==> src/verilog/seq_pkg.sv <==
package seq_pkg;

  // ----------------------------------------------------------------
  // Channel and timing constants
  // ----------------------------------------------------------------
  localparam int NUM_CH          = 4;
  localparam int IDX_W           = 2;
  localparam int CLK_MHZ         = 100;
  localparam int STEP_DELAY_US   = 250;
  localparam int STEP_DELAY_CYC  = STEP_DELAY_US * CLK_MHZ;
  localparam int DLY_W           = 24;
  localparam int DATA_W          = 32;
  localparam int ADDR_W          = 4;

  // ----------------------------------------------------------------
  // Register map (byte addresses)
  // ----------------------------------------------------------------
  localparam logic [ADDR_W-1:0] OFF_CTRL       = 4'h0;
  localparam logic [ADDR_W-1:0] OFF_STATUS     = 4'h4;
  localparam logic [ADDR_W-1:0] OFF_INT_STATUS = 4'h8;
  localparam logic [ADDR_W-1:0] OFF_INT_MASK   = 4'hC;

  // ----------------------------------------------------------------
  // Status fields
  // ----------------------------------------------------------------
  localparam int ST_EN_LSB     = 0;
  localparam int ST_REG_LSB    = 4;
  localparam int ST_DIS_LSB    = 8;
  localparam int ST_DONE_BIT   = 12;
  localparam int ST_PG_BIT     = 13;
  localparam int ST_SUPPLY_BIT = 14;
  localparam int ST_STATE_LSB  = 16;

  // ----------------------------------------------------------------
  // Interrupt events
  // ----------------------------------------------------------------
  localparam int IRQ_W         = 3;
  localparam int IRQ_UP_DONE   = 0;
  localparam int IRQ_DOWN_DONE = 1;
  localparam int IRQ_RAIL_LOST = 2;

  localparam logic [IDX_W-1:0] FIRST_CH = 2'h0;
  localparam logic [IDX_W-1:0] IDX_ONE  = 2'h1;

  typedef enum logic [2:0]
  {
    S_IDLE    = 3'b000,
    S_UP_DLY  = 3'b001,
    S_UP_WAIT = 3'b010,
    S_FIN_DLY = 3'b011,
    S_DONE    = 3'b100,
    S_DN_DLY  = 3'b101,
    S_DN_WAIT = 3'b110,
    S_END_DLY = 3'b111
  } seq_state_e;

endpackage : seq_pkg

==> src/verilog/chan_if.sv <==
interface chan_if #(
  parameter int N = 4
);
  logic         supply_ok;
  logic         up_lvl;
  logic         down_n_lvl;
  logic [N-1:0] in_reg;
  logic [N-1:0] turnoff;

  modport sync
  (
    output supply_ok,
    output up_lvl,
    output down_n_lvl,
    output in_reg,
    output turnoff
  );

  modport seq
  (
    input supply_ok,
    input up_lvl,
    input down_n_lvl,
    input in_reg,
    input turnoff
  );
endinterface : chan_if

==> src/verilog/monitor_sync.sv <==
module monitor_sync #(
  parameter int N = 4
)
(
  input  wire logic         mclk,
  input  wire logic         reset,
  input  wire logic         supply_ok_pin,
  input  wire logic         up_pin,
  input  wire logic         down_n_pin,
  input  wire logic [N-1:0] cmp_pin,
  input  wire logic [N-1:0] turnoff_pin,
  chan_if.sync              chan
);
  localparam int W = 2 * N + 3;

  logic [W-1:0] meta_q;
  logic [W-1:0] meta_d;
  logic [W-1:0] sync_q;
  logic [W-1:0] sync_d;

  // ----------------------------------------------------------------
  // Two-flop synchroniser; first stage feeds only the second
  // ----------------------------------------------------------------
  always_comb
  begin
    meta_d = {supply_ok_pin, up_pin, down_n_pin, cmp_pin, turnoff_pin};
    sync_d = meta_q;
  end

  always_ff @(posedge mclk)
  begin
    if (reset)
    begin
      meta_q <= '0;
      sync_q <= '0;
    end
    else
    begin
      meta_q <= meta_d; // RULE14
      sync_q <= sync_d; // RULE14
    end
  end

  assign chan.supply_ok  = sync_q[W-1];
  assign chan.up_lvl     = sync_q[W-2];
  assign chan.down_n_lvl = sync_q[W-3];
  assign chan.in_reg     = sync_q[2*N-1:N];
  assign chan.turnoff    = sync_q[N-1:0];
endmodule : monitor_sync

==> src/verilog/step_timer.sv <==
module step_timer #(
  parameter int W = 24
)
(
  input  wire logic         mclk,
  input  wire logic         reset,
  input  wire logic         start,
  input  wire logic [W-1:0] load,
  output logic              expired
);
  logic [W-1:0] cnt_q;
  logic [W-1:0] cnt_d;
  logic         busy_q;
  logic         busy_d;
  logic         exp_q;
  logic         exp_d;

  // ----------------------------------------------------------------
  // Down counter; restart cancels a running count
  // ----------------------------------------------------------------
  always_comb
  begin
    cnt_d  = cnt_q;
    busy_d = busy_q;
    exp_d  = 1'b0;
    if (start)
    begin
      cnt_d  = load;
      busy_d = 1'b1;
    end
    else if (busy_q)
    begin
      if (cnt_q == '0)
      begin
        busy_d = 1'b0;
        exp_d  = 1'b1;
      end
      else
      begin
        cnt_d = cnt_q - 1'b1;
      end
    end
  end

  always_ff @(posedge mclk)
  begin
    if (reset)
    begin
      cnt_q  <= '0;
      busy_q <= 1'b0;
      exp_q  <= 1'b0;
    end
    else
    begin
      cnt_q  <= cnt_d;
      busy_q <= busy_d;
      exp_q  <= exp_d;
    end
  end

  assign expired = exp_q;
endmodule : step_timer

==> src/verilog/rail_monitor_sequence_order.sv <==
// How it works
// RULE1: Outputs stay low until sequence-up rising edge
// RULE2: Enables rise in order channel 1 to 4
// RULE3: Enables fall in order channel 4 to 1
// RULE4: Channel 1 can never be disabled
// RULE5: A disabled channel disables all higher channels
// RULE6: Turn-off flag marks channels 2-4 disabled
// RULE7: Disabled channels skip the step delay
// RULE8: System fixes disable flags before power-up
// RULE9: In regulation above threshold; hysteresis then on
// RULE10: Out of regulation only below off level
// RULE11: Next enable waits for step delay expiry
// RULE12: Sequence up starts on trigger rising edge
// RULE13: Supply below lockout forces all outputs low; code clears only the enables and flags, not hysteresis_source or irq
// RULE14: Comparator and disable inputs are synchronised
module rail_monitor_sequence_order #(
  parameter int N                 = seq_pkg::NUM_CH,
  parameter int STEP_DELAY_CYCLES = seq_pkg::STEP_DELAY_CYC
)
(
  input  wire logic                       mclk,
  input  wire logic                       reset,
  input  wire logic                       supply_ok_in,
  input  wire logic                       seq_up_trig,
  input  wire logic                       seq_down_trig_n,
  input  wire logic [N-1:0]               rail_monitor_in,
  input  wire logic [N-1:0]               rail_turnoff_in,
  output logic [N-1:0]                    rail_enable_out,
  output logic [N-1:0]                    hysteresis_source,
  output logic                            sequence_complete_flag,
  output logic                            all_rails_good_flag,
  input  wire logic [seq_pkg::ADDR_W-1:0] avs_address,
  input  wire logic                       avs_read,
  input  wire logic                       avs_write,
  input  wire logic [seq_pkg::DATA_W-1:0] avs_writedata,
  output logic [seq_pkg::DATA_W-1:0]      avs_readdata,
  output logic                            avs_waitrequest,
  output logic                            irq
);
  import seq_pkg::*;

  if (N < 2 || N > NUM_CH) begin : bad_n
    $error("N must lie between 2 and 4");
  end
  if (STEP_DELAY_CYCLES < 0 || STEP_DELAY_CYCLES >= (1 << DLY_W))
  begin : bad_delay
    $error("STEP_DELAY_CYCLES does not fit the timer");
  end

  localparam logic [DLY_W-1:0] DLY_RESET = DLY_W'(STEP_DELAY_CYCLES);

  // ----------------------------------------------------------------
  // Input synchronisation and channel masks
  // ----------------------------------------------------------------
  chan_if #(.N(N)) chan ();

  monitor_sync #(.N(N)) u_sync
  (
    .mclk          (mclk),
    .reset         (reset),
    .supply_ok_pin (supply_ok_in),
    .up_pin        (seq_up_trig),
    .down_n_pin    (seq_down_trig_n),
    .cmp_pin       (rail_monitor_in),
    .turnoff_pin   (rail_turnoff_in),
    .chan          (chan)
  );

  logic [N-1:0]     dis;
  logic [IDX_W-1:0] last_ch;

  assign dis[0] = 1'b0; // RULE4
  for (genvar k = 1; k < N; k++) begin : g_cascade
    assign dis[k] = chan.turnoff[k] | dis[k-1]; // RULE5 RULE6
  end

  // Disables cascade upward, so the live count names the top channel
  assign last_ch = IDX_W'($countones(~dis) - 1); // RULE7

  // ----------------------------------------------------------------
  // Step delay timer
  // ----------------------------------------------------------------
  logic             tmr_start;
  logic             tmr_exp;
  logic [DLY_W-1:0] dly_q;
  logic [DLY_W-1:0] dly_d;

  step_timer #(.W(DLY_W)) u_timer
  (
    .mclk    (mclk),
    .reset   (reset),
    .start   (tmr_start),
    .load    (dly_q),
    .expired (tmr_exp)
  );

  // ----------------------------------------------------------------
  // Sequencer
  // ----------------------------------------------------------------
  seq_state_e       st_q;
  seq_state_e       st_d;
  logic [IDX_W-1:0] idx_q;
  logic [IDX_W-1:0] idx_d;
  logic [N-1:0]     en_q;
  logic [N-1:0]     en_d;
  logic [N-1:0]     hys_q;
  logic [N-1:0]     hys_d;
  logic             done_q;
  logic             done_d;
  logic             pg_q;
  logic             pg_d;
  logic             up_prev_q;
  logic             dn_prev_q;
  logic             up_rise;
  logic             dn_fall;
  logic [IRQ_W-1:0] evt;

  // Edge detect only: a trigger held high never restarts a sequence
  assign up_rise = chan.up_lvl & ~up_prev_q; // RULE12
  assign dn_fall = ~chan.down_n_lvl & dn_prev_q;

  always_comb
  begin
    st_d      = st_q;
    idx_d     = idx_q;
    en_d      = en_q;
    done_d    = done_q;
    pg_d      = pg_q;
    tmr_start = 1'b0;
    evt       = '0;
    hys_d     = chan.in_reg; // RULE9
    case (st_q)
      S_IDLE:
      begin
        if (up_rise)
        begin
          idx_d     = FIRST_CH;
          tmr_start = 1'b1;
          st_d      = S_UP_DLY; // RULE1
        end
      end
      S_UP_DLY, S_DN_DLY:
      begin
        if (tmr_exp)
        begin
          en_d[idx_q] = (st_q == S_UP_DLY); // RULE11
          st_d        = (st_q == S_UP_DLY) ? S_UP_WAIT : S_DN_WAIT;
        end
      end
      S_UP_WAIT:
      begin
        if (chan.in_reg[idx_q])
        begin
          // Index may wrap past the last channel; nothing reads it then
          tmr_start = 1'b1;
          idx_d     = idx_q + IDX_ONE; // RULE2
          st_d      = (idx_q == last_ch) ? S_FIN_DLY : S_UP_DLY; // RULE7
        end
      end
      S_FIN_DLY:
      begin
        if (tmr_exp)
        begin
          done_d           = 1'b1;
          pg_d             = 1'b1;
          evt[IRQ_UP_DONE] = 1'b1;
          st_d             = S_DONE;
        end
      end
      S_DONE:
      begin
        if ((en_q & ~chan.in_reg) != '0)
        begin
          evt[IRQ_RAIL_LOST] = 1'b1; // RULE10
        end
      end
      S_DN_WAIT:
      begin
        if (!chan.in_reg[idx_q]) // RULE10
        begin
          tmr_start = 1'b1;
          idx_d     = idx_q - IDX_ONE; // RULE3
          st_d      = (idx_q == FIRST_CH) ? S_END_DLY : S_DN_DLY;
        end
      end
      S_END_DLY:
      begin
        if (tmr_exp)
        begin
          done_d             = 1'b0;
          evt[IRQ_DOWN_DONE] = 1'b1;
          st_d               = S_IDLE;
        end
      end
      default:
      begin
        st_d = S_IDLE;
      end
    endcase
    // Down may abort an unfinished sequence up as well
    if (dn_fall && (st_q == S_UP_DLY || st_q == S_UP_WAIT ||
                    st_q == S_FIN_DLY || st_q == S_DONE))
    begin
      pg_d      = 1'b0;
      idx_d     = last_ch; // RULE3
      tmr_start = 1'b1;
      st_d      = S_DN_DLY;
    end
    if (!chan.supply_ok)
    begin
      st_d      = S_IDLE; // RULE13
      en_d      = '0;
      done_d    = 1'b0;
      pg_d      = 1'b0;
      tmr_start = 1'b0;
      evt       = '0;
    end
  end

  always_ff @(posedge mclk)
  begin
    if (reset)
    begin
      st_q      <= S_IDLE;
      idx_q     <= FIRST_CH;
      en_q      <= '0;
      hys_q     <= '0;
      done_q    <= 1'b0;
      pg_q      <= 1'b0;
      up_prev_q <= 1'b0;
      dn_prev_q <= 1'b0;
    end
    else
    begin
      st_q      <= st_d;
      idx_q     <= idx_d;
      en_q      <= en_d;
      hys_q     <= hys_d;
      done_q    <= done_d;
      pg_q      <= pg_d;
      up_prev_q <= chan.up_lvl;
      dn_prev_q <= chan.down_n_lvl;
    end
  end

  // ----------------------------------------------------------------
  // Avalon-MM slave and interrupts
  // ----------------------------------------------------------------
  logic                wait_q;
  logic                wait_d;
  logic [DATA_W-1:0]   rdata_q;
  logic [DATA_W-1:0]   rdata_d;
  logic [IRQ_W-1:0]    ist_q;
  logic [IRQ_W-1:0]    ist_d;
  logic [IRQ_W-1:0]    imask_q;
  logic [IRQ_W-1:0]    imask_d;
  logic                irq_q;
  logic                irq_d;
  logic                acc;
  logic [DATA_W-1:0]   status;

  // One wait cycle per access keeps read data registered
  assign acc = (avs_read | avs_write) & ~wait_q;

  always_comb
  begin
    status                = '0;
    status[ST_EN_LSB+:N]  = en_q;
    status[ST_REG_LSB+:N] = chan.in_reg;
    status[ST_DIS_LSB+:N] = dis;
    status[ST_DONE_BIT]   = done_q;
    status[ST_PG_BIT]     = pg_q;
    status[ST_SUPPLY_BIT] = chan.supply_ok;
    status[ST_STATE_LSB+:3] = st_q;
    wait_d  = ~((avs_read | avs_write) & wait_q);
    rdata_d = rdata_q;
    dly_d   = dly_q;
    imask_d = imask_q;
    ist_d   = ist_q;
    if (avs_read && wait_q)
    begin
      case (avs_address)
        OFF_CTRL:       rdata_d = DATA_W'(dly_q);
        OFF_STATUS:     rdata_d = status;
        OFF_INT_STATUS: rdata_d = DATA_W'(ist_q);
        OFF_INT_MASK:   rdata_d = DATA_W'(imask_q);
        default:        rdata_d = '0;
      endcase
    end
    if (acc && avs_write && avs_address == OFF_CTRL)
    begin
      dly_d = avs_writedata[DLY_W-1:0];
    end
    if (acc && avs_write && avs_address == OFF_INT_MASK)
    begin
      imask_d = avs_writedata[IRQ_W-1:0];
    end
    if (acc && avs_read && avs_address == OFF_INT_STATUS)
    begin
      ist_d = ist_q & ~rdata_q[IRQ_W-1:0];
    end
    // Clear only what was read; set after, so no event is lost
    ist_d = ist_d | evt;
    irq_d = (ist_d & imask_d) != '0;
  end

  always_ff @(posedge mclk)
  begin
    if (reset)
    begin
      wait_q  <= 1'b1;
      rdata_q <= '0;
      dly_q   <= DLY_RESET;
      imask_q <= '0;
      ist_q   <= '0;
      irq_q   <= 1'b0;
    end
    else
    begin
      wait_q  <= wait_d;
      rdata_q <= rdata_d;
      dly_q   <= dly_d;
      imask_q <= imask_d;
      ist_q   <= ist_d;
      irq_q   <= irq_d;
    end
  end

  assign rail_enable_out        = en_q;
  assign hysteresis_source      = hys_q;
  assign sequence_complete_flag = done_q;
  assign all_rails_good_flag    = pg_q;
  assign avs_readdata           = rdata_q;
  assign avs_waitrequest        = wait_q;
  assign irq                    = irq_q;
endmodule : rail_monitor_sequence_order

==> config.mk <==
export PLATFORM = sky130hd
export DESIGN_NAME = rail_monitor_sequence_order
export DESIGN_NICKNAME = d
export VERILOG_FILES = /design/src/verilog/seq_pkg.sv /design/src/verilog/chan_if.sv /design/src/verilog/monitor_sync.sv /design/src/verilog/step_timer.sv /design/src/verilog/rail_monitor_sequence_order.sv
export SDC_FILE = /design/constraint.sdc
export NUM_CORES = 1
export LEC_CHECK = 0
export ABC_AREA = 1
export BUFFER_PORTS_ARGS = -buffer_cell sky130_fd_sc_hd__buf_2
export CORE_ASPECT_RATIO = 0.9
export CORE_MARGIN = 2
export CORE_UTILIZATION = 51
export DETAILED_ROUTE_END_ITERATION = 6
export MAX_ROUTING_LAYER = met4
export PLACE_DENSITY = 0.76
export SLEW_MARGIN = 20
export SYNTH_ARGS = -nofsm -noshare
export SYNTH_HDL_FRONTEND = slang
export SYNTH_SLANG_ARGS = --single-unit
==> constraint.sdc <==
create_clock -name mclk -period 1.5 [get_ports mclk]
set_input_delay 0.3 -clock mclk [delete_from_list [all_inputs] [get_ports mclk]]
set_output_delay 0.3 -clock mclk [all_outputs]
set_load 0.02 [all_outputs]
==> reports/results.tsv, run 1 <==
metric	value	unit
post-DP HPWL	11.4	mm
top post-synthesis cells by count	nand2_1 (183), nor2_1 (148), inv_1 (121)	
Critical Path Sink Type	flip-flop	
Seq cells post-synth	119	
Final min period	1.66	ns
CP max-delay cell	dfxtp_2	
R2R Path End	u_timer.cnt_q[0]$_SDFFE_PP0P_	
post-synthesis sequential area ratio	41.5	%
period utilisation layout	110	%
status	complete, but fails checks	
Core Area	0.0109	sq mm
Hold Path End	u_sync.meta_q[7]$_SDFF_PP0_	
Clock Latency Late Sink	0.42	ns
Post-Place Worst Slack	-0.200	ns
pin count of the biggest net entering global routing	26	
RePlAce Congestion	1.00	
# H-tree levels	4	
hold buffer count at cts	0	
I/O Pins	95	
wire length of the first global-routing pass	27.2	mm
WHS Path Cells	3	
initial antenna violation count	0	
CTS tree	yes	
FP Rows	36	
FF-to-FF setup slack	-0.16	ns
Max VDD drop	0.774	mV
clock root buffer	clkbuf_16	
diodes inserted	0	
max-slew violations	0	
vias after detailed routing	6487	
CP peak stage delay	0.34	ns
violated checks	negative setup slack	
Power Dens Cells	1090	mW/mm^2
clk slew on worst S/H paths	0.06	ns
Starting DRT DRC Count	599	
Max FO, Critical Path	7	
CTS buffer count	17	
EDFF count, synth	0	
Mapped Area	0.00574	sq mm
Hold Crit Class	input pin to flip-flop	
Hold Slack	0.0761	ns
launching point of the worst reg2reg path	u_timer.cnt_q[0]$_SDFFE_PP0P_	
Routed wire per std cell	14.8	um
Post-Syn Instances	872	
required time of the critical path	1.80	ns
CP bufs+invs	2	
final net count	1101	
fillers	810	
fmax	603	MHz
crit path launch type	flip-flop	
vias in the first global route	5844	
final WL	18.0	mm
die area	0.0121	sq mm
Max Cap Viol	0	
Crit Path Class	flip-flop to flip-flop	
Yosys warnings	0	
Synth area leaders	dfxtp_1 (42%), nand2_1 (12%), nor2_1 (9.7%), inv_1 (7.9%), nand3_1 (6.8%)	
GRT Total Usage	29.1	%
most frequent CP cell	nor2_2	
crit-path cells	inv_4 -> ha_4 -> nand3_4 -> nor2_2 -> nand3_2 -> nand2_4 -> clkinvlp_4 -> nor2_2 -> o21ai_2 -> nand2_1 -> nor2_1	
Die X	116	um
CTS max path bufs	2	
Synth top area share	41.5	%
P&R area growth vs syn	38.8	%
Worst Min Path Start	rail_monitor_in[3]	
leakage power	3.94	nW
ratio of cells with drive above 1 in the final layout	29.2	%
Worst Path Arrival	1.96	ns
final worst slack	-0.157	ns
Top delay family on crit path	simple AND/OR/NAND/NOR gates	
final setup violation count	27	
Initial DRT Pass Iterations	6	
reg2reg path depth	11	
asr flop ratio synth	0	%
count leader, synth	nand2_1	
GRT Residual Overflow	0	
most common flop cell mapped by yosys	dfxtp_1	
initial core utilization	52.7	%
sequential cell area	0.00240	sq mm
Mean Syn Cell Area	6.58	sq um
die height	105	um
Final Hold Viols	0	
DRC errors left	0	
Synth area leader	dfxtp_1	
area of the multi-input gates	0.00296	sq mm
# port buffers	77	
Unique masters post-synth	35	
unrepaired setup endpoints after global routing	yes	
vias per inst	5.35	
clock sinks	119	
Worst Clk Skew	0.0138	ns
Final ANT Viol Nets	0	
==> per-stage QoR <==
stage / cell area (sq um) / power, mW / utilization (%) / setup TNS, ns / instances
6_report: 7970 / 8.66 / 73.1 / -2.31 / 1212
3_3_place_gp: 6980 / 4.32 / 64.1 / -3.30 / 1170
5_1_grt: 7970 / 8.94 / 73.1 / -4.69 / 1212
2_1_floorplan: 5780 / 3.94 / - / -0.0393 / 879
4_1_cts: 7750 / 8.56 / 71.1 / -1.34 / 1206
3_5_place_dp: 6980 / 4.34 / 64.1 / -4.15 / 1170
==> layout make-up <==
type / count / share of cell area, %
multi-input combinational: 593 / 37.1
inverter: 124 / 5.98
clock inverter: 15 / 2.29
sequential: 119 / 30.2
tap: 152 / 2.39
timing repair buffer: 192 / 16.7
clock buffer: 17 / 5.34
==> layer usage <==
| layer | GRT usage (%) | part of all wire [%] |
|---|---|---|
| met1 | 35.8 | 40 |
| met3 | 6.15 | 8.4 |
| met5 | - | 0 |
| met2 | 45.2 | 48 |
| met4 | 14.2 | 4.4 |
==> flip-flops by register name, summed over array words and instances, names as in the netlist, 2 cells and up <==
signal,count
rail_enable_out,4
st_q,3
u_timer.cnt_q,24
hysteresis_source,4
dly_q,24
imask_q,3
ist_q,3
u_sync.meta_q,10
idx_q,2
avs_readdata,24
u_sync.sync_q,10
==> how the worst max path moves through the flow <==
stage	start	to	slack, ns	cells after the start
2_1_floorplan	u_timer.cnt_q[0]$_SDFFE_PP0P_	u_timer.cnt_q[8]$_SDFFE_PP0P_	-0.02	10
3_3_place_gp	u_timer.cnt_q[0]$_SDFFE_PP0P_	u_timer.cnt_q[12]$_SDFFE_PP0P_	-0.17	12
3_5_place_dp	u_timer.cnt_q[0]$_SDFFE_PP0P_	u_timer.cnt_q[11]$_SDFFE_PP0P_	-0.20	12
4_1_cts	u_timer.cnt_q[0]$_SDFFE_PP0P_	u_timer.cnt_q[0]$_SDFFE_PP0P_	-0.12	11
5_1_grt	idx_q[0]$_SDFFE_PP0P_	u_timer.cnt_q[11]$_SDFFE_PP0P_	-0.20	14
6_report	u_timer.cnt_q[0]$_SDFFE_PP0P_	u_timer.cnt_q[0]$_SDFFE_PP0P_	-0.16	11
==> where the power goes <==
part	switching, mW	internal, mW
clock	1.71	2.52
sequential	0.0465	3.23
combinational	0.661	0.490
total	2.41	6.24
==> cell usage in the layout (no fill, tap or decap), drive strengths merged <==
cell type / instances
clkinv: 4
xor2: 7
clkinvlp: 2
nor3b: 1
a211oi: 3
inv: 131
ha: 3
nand3: 78
nand3b: 3
nor2: 152
conb: 8
clkbuf: 17
nor3: 2
buf: 192
bufinv: 2
o21ai: 52
nand4: 7
xnor2: 2
dfxtp: 119
a21oi: 60
a22oi: 1
o22ai: 21
o211ai: 1
nand2: 189
o31ai: 1
a31o: 1
o21bai: 1
==> worst min-delay path: cells and delay by family <==
family | cells | cell delay [ns]
simple gates | 1 | 0.06
buf+inv | 2 | 0.10
==> logic make-up (layout without fill, tap and decap cells) <==
| group | after synthesis | after routing | share of synthesized area (%) |
|---|---|---|---|
| AOI/OAI and AO/OA | 141 | 141 | 13.2 |
| xor gates and xnor gates | 9 | 9 | 1.37 |
| adders and majority gates | 3 | 3 | 0.654 |
| buffers and inverters | 167 | 348 | 12.0 |
| DFF | 119 | 119 | 41.5 |
| other | 1 | 8 | 0.0653 |
| and+or+nand+nor | 432 | 432 | 31.2 |
==> timing repair <==
item                                    CTS  global route
endpoints found under the setup margin   31            35
hold endpoints to repair                  0             0
pin swaps                                 4            11
cloned                                    0             0
gates resized for setup                  42            58
setup buffers                             4             6
Power figures use the tool's default switching activity.
==> inputs of run 2 (changes only) <==
- CORE_UTILIZATION: 51 -> 40
- PLACE_DENSITY: 0.76 -> unset
- clock period: 1.5 -> 1.4 ns (I/O delays scaled with it)
==> run 2 against run 1 <==
  * The flow still finishes with violations (negative setup slack)
  * Register-to-register slack worse by 0.09 ns
  * Core utilization down 12 points
  * Largest power group unchanged
  * Cell count up 5.6%
  * Worst hold slack worse by 0.020 ns
  * Non-clock buffer count up 26
  * Sequential cell count unchanged
  * Combinational power up 17%
  * Clock-buffer cell count unchanged
  * First-iteration DRC count down 18%
  * Global-route usage down 4.7 points
  * Sequential power up 7.0%
  * Maximum frequency up 0.88%
==> reports/results.tsv, run 2 (same netlist as run 1, synthesis figures left out) <==
metric	value	unit	change
# port buffers	77		unchanged
initial antenna violation count	0		unchanged
launching point of the worst reg2reg path	u_timer.cnt_q[0]$_SDFFE_PP0P_		
clock root buffer	clkbuf_16		
initial core utilization	41.0	%	-12 points
wire length of the first global-routing pass	28.6	mm	+5.0%
Max VDD drop	0.897	mV	+16%
final net count	1128		+2.5%
CTS tree	yes		
required time of the critical path	1.70	ns	-0.10 ns
diodes inserted	0		unchanged
Worst Clk Skew	0.00972	ns	-0.00404 ns
I/O Pins	95		unchanged
# H-tree levels	4		unchanged
Starting DRT DRC Count	494		-18%
status	complete, but fails checks		
CTS max path bufs	2		unchanged
CTS buffer count	17		unchanged
final setup violation count	31		+15%
GRT Total Usage	24.4	%	-4.7 points
vias in the first global route	5818		-0.44%
setup TNS	-5.13	ns	-2.83 ns
Max Cap Viol	0		unchanged
WHS Path Cells	3		unchanged
commonest non-fill, non-tap cell in the layout	nand2_1		
GRT Residual Overflow	0		unchanged
FF-to-FF setup slack	-0.24	ns	-0.09 ns
leakage power	4.20	nW	+6.8%
most frequent cells in the layout	nand2_1 (158), buf_4 (122), nor2_1 (116)		
final WL	18.2	mm	+1.4%
Max FO, Critical Path	5		-2
RePlAce Congestion	0.910		-9.1%
max-slew violations	0		unchanged
Worst Min Path Start	rail_turnoff_in[1]		
fillers	1239		+53%
ratio of cells with drive above 1 in the final layout	35.1	%	+5.9 points
Critical Path Sink Type	flip-flop		
Hold Path End	u_sync.meta_q[1]$_SDFF_PP0_		
DRC errors left	0		unchanged
P&R area growth vs syn	50.1	%	
post-DP HPWL	12.2	mm	+6.3%
period utilisation layout	117	%	+6.9 points
Hold Crit Class	input pin to flip-flop		
Clock Latency Late Sink	0.42	ns	about the same
Initial DRT Pass Iterations	6		unchanged
Final Hold Viols	0		unchanged
Power Dens Cells	1100	mW/mm^2	+1.1%
Routed wire per std cell	14.2	um	-4.0%
crit path launch type	flip-flop		
unrepaired setup endpoints after global routing	yes		
die area	0.0153	sq mm	+26%
area of the multi-input gates	0.00321	sq mm	+8.6%
Core Util, Final	61.5	%	-12 points
die height	118	um	+12%
clock sinks	119		unchanged
Crit Path Class	flip-flop to flip-flop		
Core Area	0.0140	sq mm	+28%
Final min period	1.64	ns	-0.0145 ns
R2R Path End	u_timer.cnt_q[15]$_SDFFE_PP0P_		
pin count of the biggest net entering global routing	37		+42%
clk slew on worst S/H paths	0.06	ns	about the same
FP Rows	41		+14%
sequential cell area	0.00241	sq mm	+0.31%
vias per inst	4.85		-9.3%
Worst Path Arrival	1.95	ns	about the same
Final ANT Viol Nets	0		unchanged
violated checks	negative setup slack		
final worst slack	-0.243	ns	-0.0855 ns
Die X	130	um	+12%
fmax	609	MHz	+0.88%
vias after detailed routing	6213		-4.2%
reg2reg path depth	13		+2
## run 2: cell count changes in the layout (fill, tap and decap cells not counted), moves of 7 or more
cell / before / now
buf_4: 106 / 122
nand3_1: 73 / 57
nand3_2: 4 / 19
nor2_4: 6 / 18
nand2_1: 167 / 158
nand2_2: 17 / 24
nor2_1: 123 / 116
## run 2: how the worst max path moves through the flow
stage,to,start,slack [ns],cells past startpoint
detailed placement,u_timer.cnt_q[7]$_SDFFE_PP0P_,u_timer.cnt_q[0]$_SDFFE_PP0P_,-0.22,12
global placement,u_timer.cnt_q[3]$_SDFFE_PP0P_,u_timer.cnt_q[0]$_SDFFE_PP0P_,-0.25,12
floorplan,u_timer.cnt_q[22]$_SDFFE_PP0P_,idx_q[0]$_SDFFE_PP0P_,-0.06,15
finish,u_timer.cnt_q[15]$_SDFFE_PP0P_,u_timer.cnt_q[0]$_SDFFE_PP0P_,-0.24,13
global route,u_timer.cnt_q[15]$_SDFFE_PP0P_,u_timer.cnt_q[0]$_SDFFE_PP0P_,-0.34,13
CTS,u_timer.cnt_q[0]$_SDFFE_PP0P_,u_timer.cnt_q[17]$_SDFFE_PP0P_,-0.22,10
## run 2: final cells by class
type                    count  area share, %
clock buffers              17           4.94
clock inverters            15           2.24
flip-flops and latches    119           28.0
repair buffers            218           19.2
inverters                 124           5.56
multi-input cells         594           37.3
well taps                 193           2.80
## run 2: timing repair
item                                    in CTS  in global routing
cloned                                       5                  3
setup buffers                               14                  9
hold buffers                                 0                  0
pin swaps                                   24                 45
resized for setup                           60                 96
endpoints found under the setup margin      33                 40
## run 2: where the power goes
| group | switching (mW) | total (mW) | internal, mW |
|---|---|---|---|
| registers | 0.0496 | 3.51 | 3.46 |
| logic | 0.765 | 1.35 | 0.586 |
| clock network | 1.76 | 4.60 | 2.84 |
## run 2: worst max-delay path: stages (launching register included)
cell and delay [ns]:
dfxtp_2 0.33, inv_2 0.08, ha_4 0.15, nand3_4 0.08
nor2_4 0.11, nand3_4 0.09, nand2_4 0.10, buf_6 0.14
buf_12 0.11, nor2_1 0.04, nand2_1 0.06, nand2_1 0.07
nor2_2 0.10, nor2_1 0.05
## run 2: routing by layer
layer  vias to the layer above  routed length [um]  GRT usage [%]
met5                         -                   0              -
met4                         0                 612           9.01
met3                        49                 994           5.00
met2                       196                8630           37.9
met1                      2808                8000           31.3
li1                       3160                   -              -
## run 2: through the flow
stage	hold WS [ns]	instances	worst slack, ns	total power, mW	instance area [sq um]
final	0.0564	1280	-0.243	9.46	8620
after detailed placement	0.392	1217	-0.219	4.67	7130
after global placement	0.389	1217	-0.253	4.67	7130
after floorplan	0.387	879	-0.0553	4.24	5840
after global routing	0.0500	1280	-0.340	9.80	8620
after CTS	0.0448	1268	-0.220	9.35	8160
